### src/logic/tlia_consts.svh
// Purpose: Named constants of the two-level interrupt arbiter.
// Assumes: Register numbers are word indices; byte address is index * 4.
// Notes:   Vectors and offsets are 16-bit program/data words.
`ifndef TLIA_CONSTS_SVH
`define TLIA_CONSTS_SVH

// Register word indices
`define TLIA_IDX_STATUS    16'h7000
`define TLIA_IDX_MASK      16'h7004
`define TLIA_IDX_PEND      16'h7006
`define TLIA_IDX_SYSVEC    16'h701E
`define TLIA_IDX_SRC_BASE  16'h7070

// Field positions
`define TLIA_GMASK_BIT     9
`define TLIA_SRC_FLAG_BIT  0
`define TLIA_SRC_EN_BIT    1

// Reset values
`define TLIA_RST_GMASK     1'b1
`define TLIA_RST_LINEMASK  6'h00

// Core vector locations
`define TLIA_VEC_RESET     16'h0000
`define TLIA_VEC_EMU       16'h0026
`define TLIA_VEC_NMI       16'h0024
`define TLIA_VEC_TRAP      16'h0022
`define TLIA_VEC_LINE_BASE 16'h0002
`define TLIA_VEC_LINE_STEP 16'h0002

// Core ranks
`define TLIA_RANK_RESET    4'h1
`define TLIA_RANK_EMU      4'h2
`define TLIA_RANK_NMI      4'h3
`define TLIA_RANK_LINE1    4'h4
`define TLIA_RANK_SOFT     4'hF

// Peripheral vector offsets
`define TLIA_OFS_PHANTOM   16'h0000
`define TLIA_OFS_NMI       16'h0002
`define TLIA_OFS_EXT1      16'h0001
`define TLIA_OFS_EXT2      16'h0011
`define TLIA_OFS_EXT3      16'h001F
`define TLIA_OFS_SPI       16'h0005
`define TLIA_OFS_RX        16'h0006
`define TLIA_OFS_TX        16'h0007
`define TLIA_OFS_WDT       16'h0010
`define TLIA_OFS_PDP       16'h0020

`endif

### src/logic/tlia_pkg.sv
// Purpose: Types of the two-level interrupt arbiter.
// Assumes: Eight sources on core line one, six maskable core lines.
// Notes:   All state of the top module is one packed struct.
`default_nettype none
package tlia_pkg;

	typedef struct packed {
		logic [7:0]  srcSync1;
		logic [7:0]  srcSync2;
		logic [7:0]  srcPrev;
		logic        nmiSync1;
		logic        nmiSync2;
		logic        nmiPrev;
		logic [7:0]  srcFlag;
		logic [7:0]  srcEnable;
		logic [5:0]  linePrev;
		logic [5:0]  linePending;
		logic [5:0]  lineMask;
		logic        globalMask;
		logic        resetPending;
		logic        emuPending;
		logic        trapPending;
		logic        nmiPending;
		logic        nmiActive;
		logic        nmiReport;
		logic        ackValid;
		logic [15:0] ackVector;
		logic [3:0]  ackRank;
		logic        vectorCall;
		logic [15:0] rdData;
		logic        rdErr;
		logic        rdClr;
		logic [2:0]  rdClrIdx;
	} tlia_state_s;

endpackage : tlia_pkg
`default_nettype wire

### src/logic/tlia_arbiter.sv
// Purpose: Two-level interrupt arbiter with APB register access.
// Assumes: Sources and nmi pin are asynchronous; core lines 2..6 and core
//          handshake inputs are on core_clk.
// Notes:   Registers are word indices; byte address is index * 4.
// Behaviour
// - Core lines ranked one to nine, highest rank acknowledged first.
// - Reset 1, emulator 2, nonmaskable 3, lines one to six at 4..9.
// - System module feeds lines one, five, six, nmi; event manager 2-4.
// - Sources on a maskable line have fixed priority; highest served.
// - Each source has flag and enable; request sets its flag.
// - Flag and enable together compete; only highest is forwarded.
// - Forwarded request sets the line's bit in the pending register.
// - Maskable ack needs highest pending, global mask 0, line mask 1.
// - Global mask is bit 9 of status word zero; 1 disables.
// - Global mask set at reset and on acks except soft trap.
// - Line mask register has one bit per line; 1 unmasks.
// - Maskable ack inserts the vector call at the line's vector.
// - Vector register returns offset naming the requesting source.
// - Vector read with no source requesting returns phantom 0000h.
// - Reset rank 1 vector 0000h; emulator trap rank 2 vector 0026h.
// - Nonmaskable line rank 3, vector 0024h, offset 0002h.
// - External requests one to three report 0001h, 0011h, 001Fh.
// - Serial peripheral, receive, transmit report 0005h, 0006h, 0007h.
// - Nonmaskable outranks maskable; blocked only by active nmi, reset, emulator trap.
// - Soft trap goes to 22h and leaves the global mask alone.
//
// The APB slave port was left to the implementer.
`include "tlia_consts.svh"
`timescale 1ns/100ps
`default_nettype none
module tlia_arbiter #(
	parameter int NUM_SRC   = 8,               // Sources on core line one
	parameter int NUM_LINES = 6                // Maskable core lines
) (
	input  wire logic        core_clk,         // System clock, 200 MHz
	input  wire logic        reset,            // Async reset, active high
	input  wire logic        psel,             // APB select
	input  wire logic        penable,          // APB access phase
	input  wire logic        pwrite,           // APB write
	input  wire logic [31:0] paddr,            // APB byte address
	input  wire logic [31:0] pwdata,           // APB write data
	output logic      [31:0] prdata,           // APB read data
	output logic             pready,           // APB ready
	output logic             pslverr,          // APB error, unmapped
	input  wire logic [7:0]  sourceRequest,    // Line one sources, async
	input  wire logic        nmiRequestN,      // Nonmaskable pin, low
	input  wire logic [4:0]  lineRequest,      // Lines two to six, levels
	input  wire logic        emuTrap,          // Emulator trap pulse
	input  wire logic        softTrap,         // Soft trap pulse
	input  wire logic        nmiReturn,        // Nmi service done pulse
	input  wire logic        coreReady,        // Core can take an ack
	output logic             ackValid,         // Ack pulse
	output logic      [15:0] ackVector,        // Core vector of the ack
	output logic      [3:0]  ackRank,          // Core rank of the ack
	output logic             vectorCall,       // Vector call insert pulse
	output logic      [5:0]  linePending,      // Pending lines
	output logic             globalMask        // Global mask state
);

	tlia_pkg::tlia_state_s q;
	tlia_pkg::tlia_state_s next_q;

	// Offset of each line-one source, in fixed priority order
	function automatic logic [15:0] srcOffset(input logic [2:0] idx);
		logic [15:0] ofs;
		ofs = `TLIA_OFS_PHANTOM;
		case (idx)
			3'h0: ofs = `TLIA_OFS_EXT1;
			3'h1: ofs = `TLIA_OFS_EXT2;
			3'h2: ofs = `TLIA_OFS_EXT3;
			3'h3: ofs = `TLIA_OFS_SPI;
			3'h4: ofs = `TLIA_OFS_RX;
			3'h5: ofs = `TLIA_OFS_TX;
			// Watchdog and drive protect close the chain
			3'h6: ofs = `TLIA_OFS_WDT;
			3'h7: ofs = `TLIA_OFS_PDP;
			default: ofs = `TLIA_OFS_PHANTOM;
		endcase
		return ofs;
	endfunction : srcOffset

	// Source, line and bus decode and request signals
	logic [NUM_SRC-1:0]   srcActive;
	logic [NUM_SRC-1:0]   srcRise;
	logic [NUM_SRC-1:0]   srcSel;
	logic [NUM_LINES-1:0] forwardReq;
	logic [NUM_LINES-1:0] lineRise;
	logic [NUM_LINES-1:0] lineEligible;
	logic [2:0]           winIdx;
	logic                 winValid;
	logic [2:0]           lineIdx;
	logic                 lineValid;
	logic [15:0]          wordIdx;
	logic                 addrOk;
	logic                 setupPhase;
	logic                 accessPhase;
	logic                 nmiFall;
	logic [15:0]          vecReadValue;
	logic                 selStatus;
	logic                 selMask;
	logic                 selPend;
	logic                 selVector;

	// Address split: word index, upper bits and lane bits must be zero
	assign wordIdx     = paddr[17:2];
	assign addrOk      = (paddr[31:18] == 14'h0000) && (paddr[1:0] == 2'h0);
	assign setupPhase  = psel && !penable;
	assign accessPhase = psel && penable;

	// Register selects; a stray upper address bit selects nothing
	assign selStatus = addrOk && (wordIdx == `TLIA_IDX_STATUS);
	assign selMask   = addrOk && (wordIdx == `TLIA_IDX_MASK);
	assign selPend   = addrOk && (wordIdx == `TLIA_IDX_PEND);
	assign selVector = addrOk && (wordIdx == `TLIA_IDX_SYSVEC);

	// Per-source request edge and register select
	genvar gi;
	generate
		for (gi = 0; gi < NUM_SRC; gi++) begin : gSrc
			assign srcRise[gi]   = q.srcSync2[gi] && !q.srcPrev[gi];
			assign srcActive[gi] = q.srcFlag[gi] && q.srcEnable[gi];
			assign srcSel[gi]    = addrOk && (wordIdx ==
				`TLIA_IDX_SRC_BASE + 16'(gi));
		end
	endgenerate

	// Fixed source priority, lowest index wins
	// Top-down scan lets the last hit, the lowest index, win
	always_comb begin
		winIdx   = 3'h0;
		winValid = 1'b0;
		for (int i = NUM_SRC - 1; i >= 0; i--) begin
			if (srcActive[i]) begin
				winIdx   = 3'(i);
				winValid = 1'b1;
			end
		end
	end

	// Line one from system sources, others from peripheral inputs
	// Lines two to six come already arbitrated, two to four by the event manager
	assign forwardReq = {lineRequest, winValid};
	// Forwarded request edge marks line pending
	assign lineRise   = forwardReq & ~q.linePrev;
	// Nmi pin is active low, so the request is its falling edge
	assign nmiFall    = !q.nmiSync2 && q.nmiPrev;

	// Pending, unmasked and globally enabled lines qualify
	// A masked line stays pending and is taken once both masks open
	assign lineEligible = q.linePending & q.lineMask &
		{NUM_LINES{!q.globalMask}};

	// Lowest line number is the highest core rank
	// Same scan; line one at rank 4 beats the other lines
	always_comb begin
		lineIdx   = 3'h0;
		lineValid = 1'b0;
		for (int i = NUM_LINES - 1; i >= 0; i--) begin
			if (lineEligible[i]) begin
				lineIdx   = 3'(i);
				lineValid = 1'b1;
			end
		end
	end

	// Vector register answer, nmi report before line-one sources
	// Frozen in setup so a late source cannot change a read in flight
	always_comb begin
		vecReadValue = `TLIA_OFS_PHANTOM;
		if (q.nmiReport) begin
			vecReadValue = `TLIA_OFS_NMI;
		end else if (winValid) begin
			vecReadValue = srcOffset(winIdx);
		end else begin
			vecReadValue = `TLIA_OFS_PHANTOM;
		end
	end

	// Whole next state: bus, flags, pending lines and core acknowledge
	always_comb begin
		next_q = q;

		// Two flip-flop synchronisers; only the second stage is read
		// The first stage may go metastable, so no logic looks at it
		next_q.srcSync1 = sourceRequest;
		next_q.srcSync2 = q.srcSync1;
		next_q.srcPrev  = q.srcSync2;
		next_q.nmiSync1 = nmiRequestN;
		next_q.nmiSync2 = q.nmiSync1;
		next_q.nmiPrev  = q.nmiSync2;
		next_q.linePrev = forwardReq;
		next_q.ackValid   = 1'b0;
		next_q.vectorCall = 1'b0;
		next_q.rdClr      = 1'b0;

		// Setup phase: capture read data so prdata comes from a flop
		// Decoding here makes pslverr flop based as well
		if (setupPhase) begin
			next_q.rdErr  = 1'b1;
			next_q.rdData = 16'h0000;
			if (selStatus) begin
				next_q.rdData[`TLIA_GMASK_BIT] = q.globalMask;
				next_q.rdErr = 1'b0;
			end
			if (selMask) begin
				next_q.rdData[NUM_LINES-1:0] = q.lineMask;
				next_q.rdErr = 1'b0;
			end
			if (selPend) begin
				next_q.rdData[NUM_LINES-1:0] = q.linePending;
				next_q.rdErr = 1'b0;
			end
			if (selVector) begin
				next_q.rdData   = vecReadValue;
				next_q.rdErr    = pwrite;
				next_q.rdClr    = !pwrite && !q.nmiReport && winValid;
				next_q.rdClrIdx = winIdx;
			end
			for (int i = 0; i < NUM_SRC; i++) begin
				if (srcSel[i]) begin
					next_q.rdData[`TLIA_SRC_FLAG_BIT] = q.srcFlag[i];
					next_q.rdData[`TLIA_SRC_EN_BIT]   = q.srcEnable[i];
					next_q.rdErr = 1'b0;
				end
			end
		end else begin
			next_q.rdClr = q.rdClr && !accessPhase;
		end

		// Access phase: writes and read side effects take effect here
		// Clears are written first; hardware sets are ORed in after
		if (accessPhase && pwrite && !q.rdErr) begin
			if (wordIdx == `TLIA_IDX_STATUS) begin
				// Software sets and clears global mask
				next_q.globalMask = pwdata[`TLIA_GMASK_BIT];
			end
			if (wordIdx == `TLIA_IDX_MASK) begin
				next_q.lineMask = pwdata[NUM_LINES-1:0];
			end
			if (wordIdx == `TLIA_IDX_PEND) begin
				next_q.linePending = q.linePending &
					~pwdata[NUM_LINES-1:0];
			end
			for (int i = 0; i < NUM_SRC; i++) begin
				if (srcSel[i]) begin
					next_q.srcEnable[i] = pwdata[`TLIA_SRC_EN_BIT];
					if (pwdata[`TLIA_SRC_FLAG_BIT]) begin
						next_q.srcFlag[i] = 1'b0;
					end
				end
			end
		end
		if (accessPhase && !pwrite && selVector) begin
			if (q.rdClr) begin
				next_q.srcFlag[q.rdClrIdx] = 1'b0;
			end
			next_q.nmiReport = 1'b0;
		end

		// Hardware set wins over any clear this cycle
		next_q.srcFlag = next_q.srcFlag | srcRise;
		next_q.linePending = next_q.linePending | lineRise;

		// Event capture for the non-line requests
		// Pulses stay pending until taken, so a busy core loses none
		if (emuTrap) begin
			next_q.emuPending = 1'b1;
		end
		if (softTrap) begin
			next_q.trapPending = 1'b1;
		end
		if (nmiFall) begin
			next_q.nmiPending = 1'b1;
		end
		if (nmiReturn) begin
			next_q.nmiActive = 1'b0;
		end

		// Core acknowledge in rank order, one per cycle the core is ready
		// Limitation: lower ranks wait; only one ack leaves per edge
		if (coreReady) begin
			if (q.resetPending) begin
				next_q.resetPending = 1'b0;
				next_q.ackValid     = 1'b1;
				next_q.ackVector    = `TLIA_VEC_RESET;
				next_q.ackRank      = `TLIA_RANK_RESET;
				next_q.globalMask   = 1'b1;
			end else if (q.emuPending) begin
				next_q.emuPending = 1'b0;
				next_q.ackValid   = 1'b1;
				next_q.ackVector  = `TLIA_VEC_EMU;
				next_q.ackRank    = `TLIA_RANK_EMU;
				next_q.globalMask = 1'b1;
			end else if (q.nmiPending && !q.nmiActive) begin
				// Nmi above maskable, held off by active nmi
				next_q.nmiPending = 1'b0;
				next_q.nmiActive  = 1'b1;
				next_q.nmiReport  = 1'b1;
				next_q.ackValid   = 1'b1;
				next_q.ackVector  = `TLIA_VEC_NMI;
				next_q.ackRank    = `TLIA_RANK_NMI;
				next_q.globalMask = 1'b1;
			end else if (lineValid) begin
				next_q.linePending[lineIdx] = lineRise[lineIdx];
				next_q.ackValid   = 1'b1;
				next_q.vectorCall = 1'b1;
				next_q.ackVector  = `TLIA_VEC_LINE_BASE +
					16'(lineIdx) * `TLIA_VEC_LINE_STEP;
				// Lines one to six at ranks 4..9
				next_q.ackRank    = `TLIA_RANK_LINE1 + 4'(lineIdx);
				next_q.globalMask = 1'b1;
			end else if (q.trapPending) begin
				next_q.trapPending = 1'b0;
				next_q.ackValid    = 1'b1;
				next_q.ackVector   = `TLIA_VEC_TRAP;
				next_q.ackRank     = `TLIA_RANK_SOFT;
			end
		end
	end

	// State register; reset loads constants only
	always_ff @(posedge core_clk or posedge reset) begin
		if (reset) begin
			q              <= '0;
			// Idle high so a source held through reset raises no flag
			q.srcSync1     <= '1;
			q.srcSync2     <= '1;
			q.srcPrev      <= '1;
			q.nmiSync1     <= 1'b1;
			q.nmiSync2     <= 1'b1;
			q.nmiPrev      <= 1'b1;
			q.lineMask     <= `TLIA_RST_LINEMASK;
			q.globalMask   <= `TLIA_RST_GMASK;
			q.resetPending <= 1'b1;
		end else begin
			q <= next_q;
		end
	end

	// Outputs; the bus answers in the access phase with no wait state
	// Registers are 16 bits wide; the upper half of prdata reads zero
	assign pready      = accessPhase;
	assign pslverr     = accessPhase && q.rdErr;
	assign prdata      = {16'h0000, q.rdData};
	assign ackValid    = q.ackValid;
	assign ackVector   = q.ackVector;
	assign ackRank     = q.ackRank;
	assign vectorCall  = q.vectorCall;
	assign linePending = q.linePending;
	assign globalMask  = q.globalMask;

endmodule : tlia_arbiter
`default_nettype wire

### config.mk
export PLATFORM = sky130hd
export DESIGN_NAME = tlia_arbiter
export DESIGN_NICKNAME = d
export VERILOG_FILES = /design/src/logic/tlia_pkg.sv /design/src/logic/tlia_arbiter.sv
export VERILOG_INCLUDE_DIRS = /design/src /design/src/logic
export SDC_FILE = /design/constraint.sdc
export NUM_CORES = 1
export LEC_CHECK = 0
export ABC_AREA = 1
export BUFFER_PORTS_ARGS = -buffer_cell sky130_fd_sc_hd__buf_4
export CAP_MARGIN = 0
export CORE_MARGIN = 2
export CORE_UTILIZATION = 57
export DETAILED_ROUTE_END_ITERATION = 10
export PLACE_DENSITY = 0.87
export SYNTH_ARGS = -nofsm -noshare
export SYNTH_HDL_FRONTEND = slang
export SYNTH_SLANG_ARGS = --single-unit
### constraint.sdc
create_clock -name core_clk -period 5.6 [get_ports core_clk]
set_clock_uncertainty 0.2 [all_clocks]
set_input_delay 1.12 -clock core_clk [delete_from_list [all_inputs] [get_ports core_clk]]
set_output_delay 1.12 -clock core_clk [all_outputs]
set_load 0.02 [all_outputs]
==> results by group <==
Power and ir drop
  • Pwr/cell area: 242 mW/mm^2
  • Peak VDD IR: 0.240 mV
  • Pleak: 0.00282 uW
  • Design Power: 1410 uW

STA
  • Worst slew margin: 40.1%
  • Minimum clock period: 3010 ps
  • Period utilisation layout: 53.7%
  • Final setup violation count: 0
  • Setup TNS: 0 ps
  • Peak Freq: 0.333 GHz
  • Worst Tran Pin Value: 890 ps
  • Fin. max-slew vios: 0
  • Unrepaired setup endpoints after global routing: no
  • Setup ws final: 2590 ps
  • Final hold violation count: 0

Routing
  • Total iterations of the first detailed-routing run: 5
  • Post-DRT Antenna Nets: 0
  • DRC: 0
  • DR vias: 4317
  • Vias per Instance: 5.26
  • Initial DRC Count: 294
  • Final WL: 11800 um
  • Routed wire length per instance: 14.4 um

Clocking
  • Gates resized, CTS repair: 0
  • CTS root buffer: clkbuf_8
  • Clk slew on worst S/H paths: 90 ps
  • H-tree Lvls: 3
  • Clk sink count: 91
  • CTS tree: done
  • Later-pin clock latency in the skew report: 370 ps
  • Hold Buf Count CTS: 0
  • Post-CTS setup buffers: 0
  • Total CTS buffers: 9
  • Clk buf depth: 2

Critical path
  • Delay-heaviest family, CP: simple AND/OR/NAND/NOR gates
  • Buf+Inv Stages, Crit Path: 1
  • Setup crit end kind: flip-flop
  • Crit start category: input pin
  • R2R Path Start: q[80]
  • Slowest cell on crit path: nand3_2
  • R2r setup slk: 2910 ps
  • CP startpoint: paddr[19]
  • Critical-path cell list: buf_4 > nor2_1 > nand2_1 > nor2_1 > nand3_2 > nor2_4 > nand2_2 > nor2_2 > nand2_2 > o311ai_1 > o21ai_1
  • Levels on crit path: 11
  • Crit Reg-Reg Endpoint: prdata[0]
  • Critical Path End: q[82]
  • Worst Reg2Reg Path Length in Cells: 17
  • WS Path Type: input pin to flip-flop
  • Largest stage delay, worst path: 330 ps
  • Crit path DAT: 3040 ps
  • Worst Path Required: 5630 ps
  • Crit path max fanout: 11

Placement
  • Port bufs: 88
  • Pre-CTS setup slack: 2270 ps
  • Area after DPL: 0.00566 mm^2
  • # placed instances: 804
  • Hpwl dp: 9290 um
  • GP Congestion: 1.00

Yosys
  • Netlist cell types: 49
  • Post-synth ARST share: 100%
  • Seq cells post-synth: 91
  • Mapped cell area: 0.00517 mm^2
  • Sequential fraction of the synthesis area: 44.7%
  • Most used flip-flop cell after synthesis: dfrtp_1
  • Gate Count Post-Synth: 632
  • Biggest area consumer among synthesized cells: dfrtp_1
  • Post-synth EDFFs: 0
  • Synth top area share: 30.0%
  • Syn. warnings: 0
  • Syn_area_per_cell: 8.19 um^2
  • Post-synth top cells: nand2_1, inv_1, dfrtp_1
  • Most numerous cell in the Yosys netlist: nand2_1
  • Area contributors post-synth: dfrtp_1, dfstp_2, nand2_1

Final layout
  • Area grow syn2layout: 13.1%
  • Post-route insts no fill: 820
  • Nets: 798
  • Share of cells above drive strength 1: 27.9%
  • N_diodes: 0
  • Post-route design area: 0.00585 mm^2

Global route
  • GRT Util Overall: 24.7%
  • Initial antenna violation count: 0
  • First-pass GRT wire length: 19400 um
  • Gr ovfl total: 0
  • Vias in the first global route: 4173
  • Largest net degree at the start of global routing: 54

Run status
  • Status: completed

Run
  • Max cap viols: 0

Hold path
  • HP Class: flip-flop to flip-flop

Die
  • IO Count: 150
  • Die height: 99.3 um
  • Rows: 34
  • Core area: 0.00876 mm^2
  • Die Wd: 99.3 um
  • Die area: 0.00985 mm^2
  • Starting density of the core: 59.0%
[registers in the layout, indices dropped and copies added (netlist names)]
name         cells
q               48
next_q          18
prdata           7
linePending      6
ackVector        5
ackRank          4
ackValid         1
globalMask       1
vectorCall       1
[routing by layer]
metal | track usage, % | vias up | share of wire, %
li1 | - | 2098 | -
met1 | 34.5 | 2016 | 43
met2 | 38.9 | 183 | 48
met3 | 4.57 | 20 | 6.8
met4 | 9.06 | 0 | 2.0
met5 | 0 | - | 0
[how the worst min path moves through the flow]
stage / cells after the start / end / startpoint / slack [ps]
6_report: 0 / next_q[93] / next_q[101] / 160
5_1_grt: 0 / q[87] / next_q[87] / 160
4_1_cts: 0 / next_q[94] / next_q[102] / 160
3_5_place_dp: 0 / next_q[88] / next_q[96] / 150
3_3_place_gp: 0 / next_q[91] / next_q[99] / 150
2_1_floorplan: 0 / next_q[84] / next_q[85] / 150
[worst register-to-register path: stages, from the launching register on]
cell and delay (ps):
dfrtp_1 420, nand2_1 120, nand2_1 90, inv_1 80
nand2_1 50, a21oi_1 250, inv_1 100, ha_1 190
inv_1 40, o21ai_0 90, nand2_1 80, nor2_1 40
nor2_1 190, nand4_1 110, nor3_1 220, nand4_1 170
nand2_1 100, nand2_1 50
[stage by stage]
step	hold slack (ps)	util (%)
finish	155	66.7
global route	160	66.7
CTS	160	66.7
detailed placement	147	64.6
global placement	146	64.6
floorplan	145	-
[power breakdown]
part	total [uW]	internal, uW	switching [uW]
Sequential	731	706	25.2
Clock	439	184	255
Combinational	245	92.8	152
Total	1410	982	432
[kinds of logic after synthesis]
kind of cell | after synthesis | synth area share [%]
and+or+nand+nor | 285 | 26.2
buffers and inverters | 158 | 15.9
DFF | 91 | 44.7
AOI/OAI and AO/OA | 84 | 10.2
muxes | 8 | 1.74
adders and majority gates | 4 | 0.967
other | 1 | 0.0725
xor gates and xnor gates | 1 | 0.169
[layout by cell type, fill, tap and decap left out, drive strengths merged, types with 4 or more instances in the layout]
cell / instances
dfrtp: 62
inv: 101
nor4: 4
conb: 36
buf: 90
nand2: 144
nor2: 70
o311ai: 5
nand3: 40
nand4: 9
clkbuf: 10
mux2: 5
ha: 4
a21oi: 16
a211oi: 4
o221ai: 5
dfstp: 29
o21ai: 38
nor3: 14
[layout make-up]
class | instances | area, um^2
multi-input cells | 418 | 2170
repair buffers | 90 | 676
inverters | 97 | 368
flip-flops and latches | 91 | 2310
fillers | 734 | 2910
well taps | 108 | 135
clock inverters | 6 | 52.6
clock buffers | 10 | 138
(Power assumes the default switching activity.)
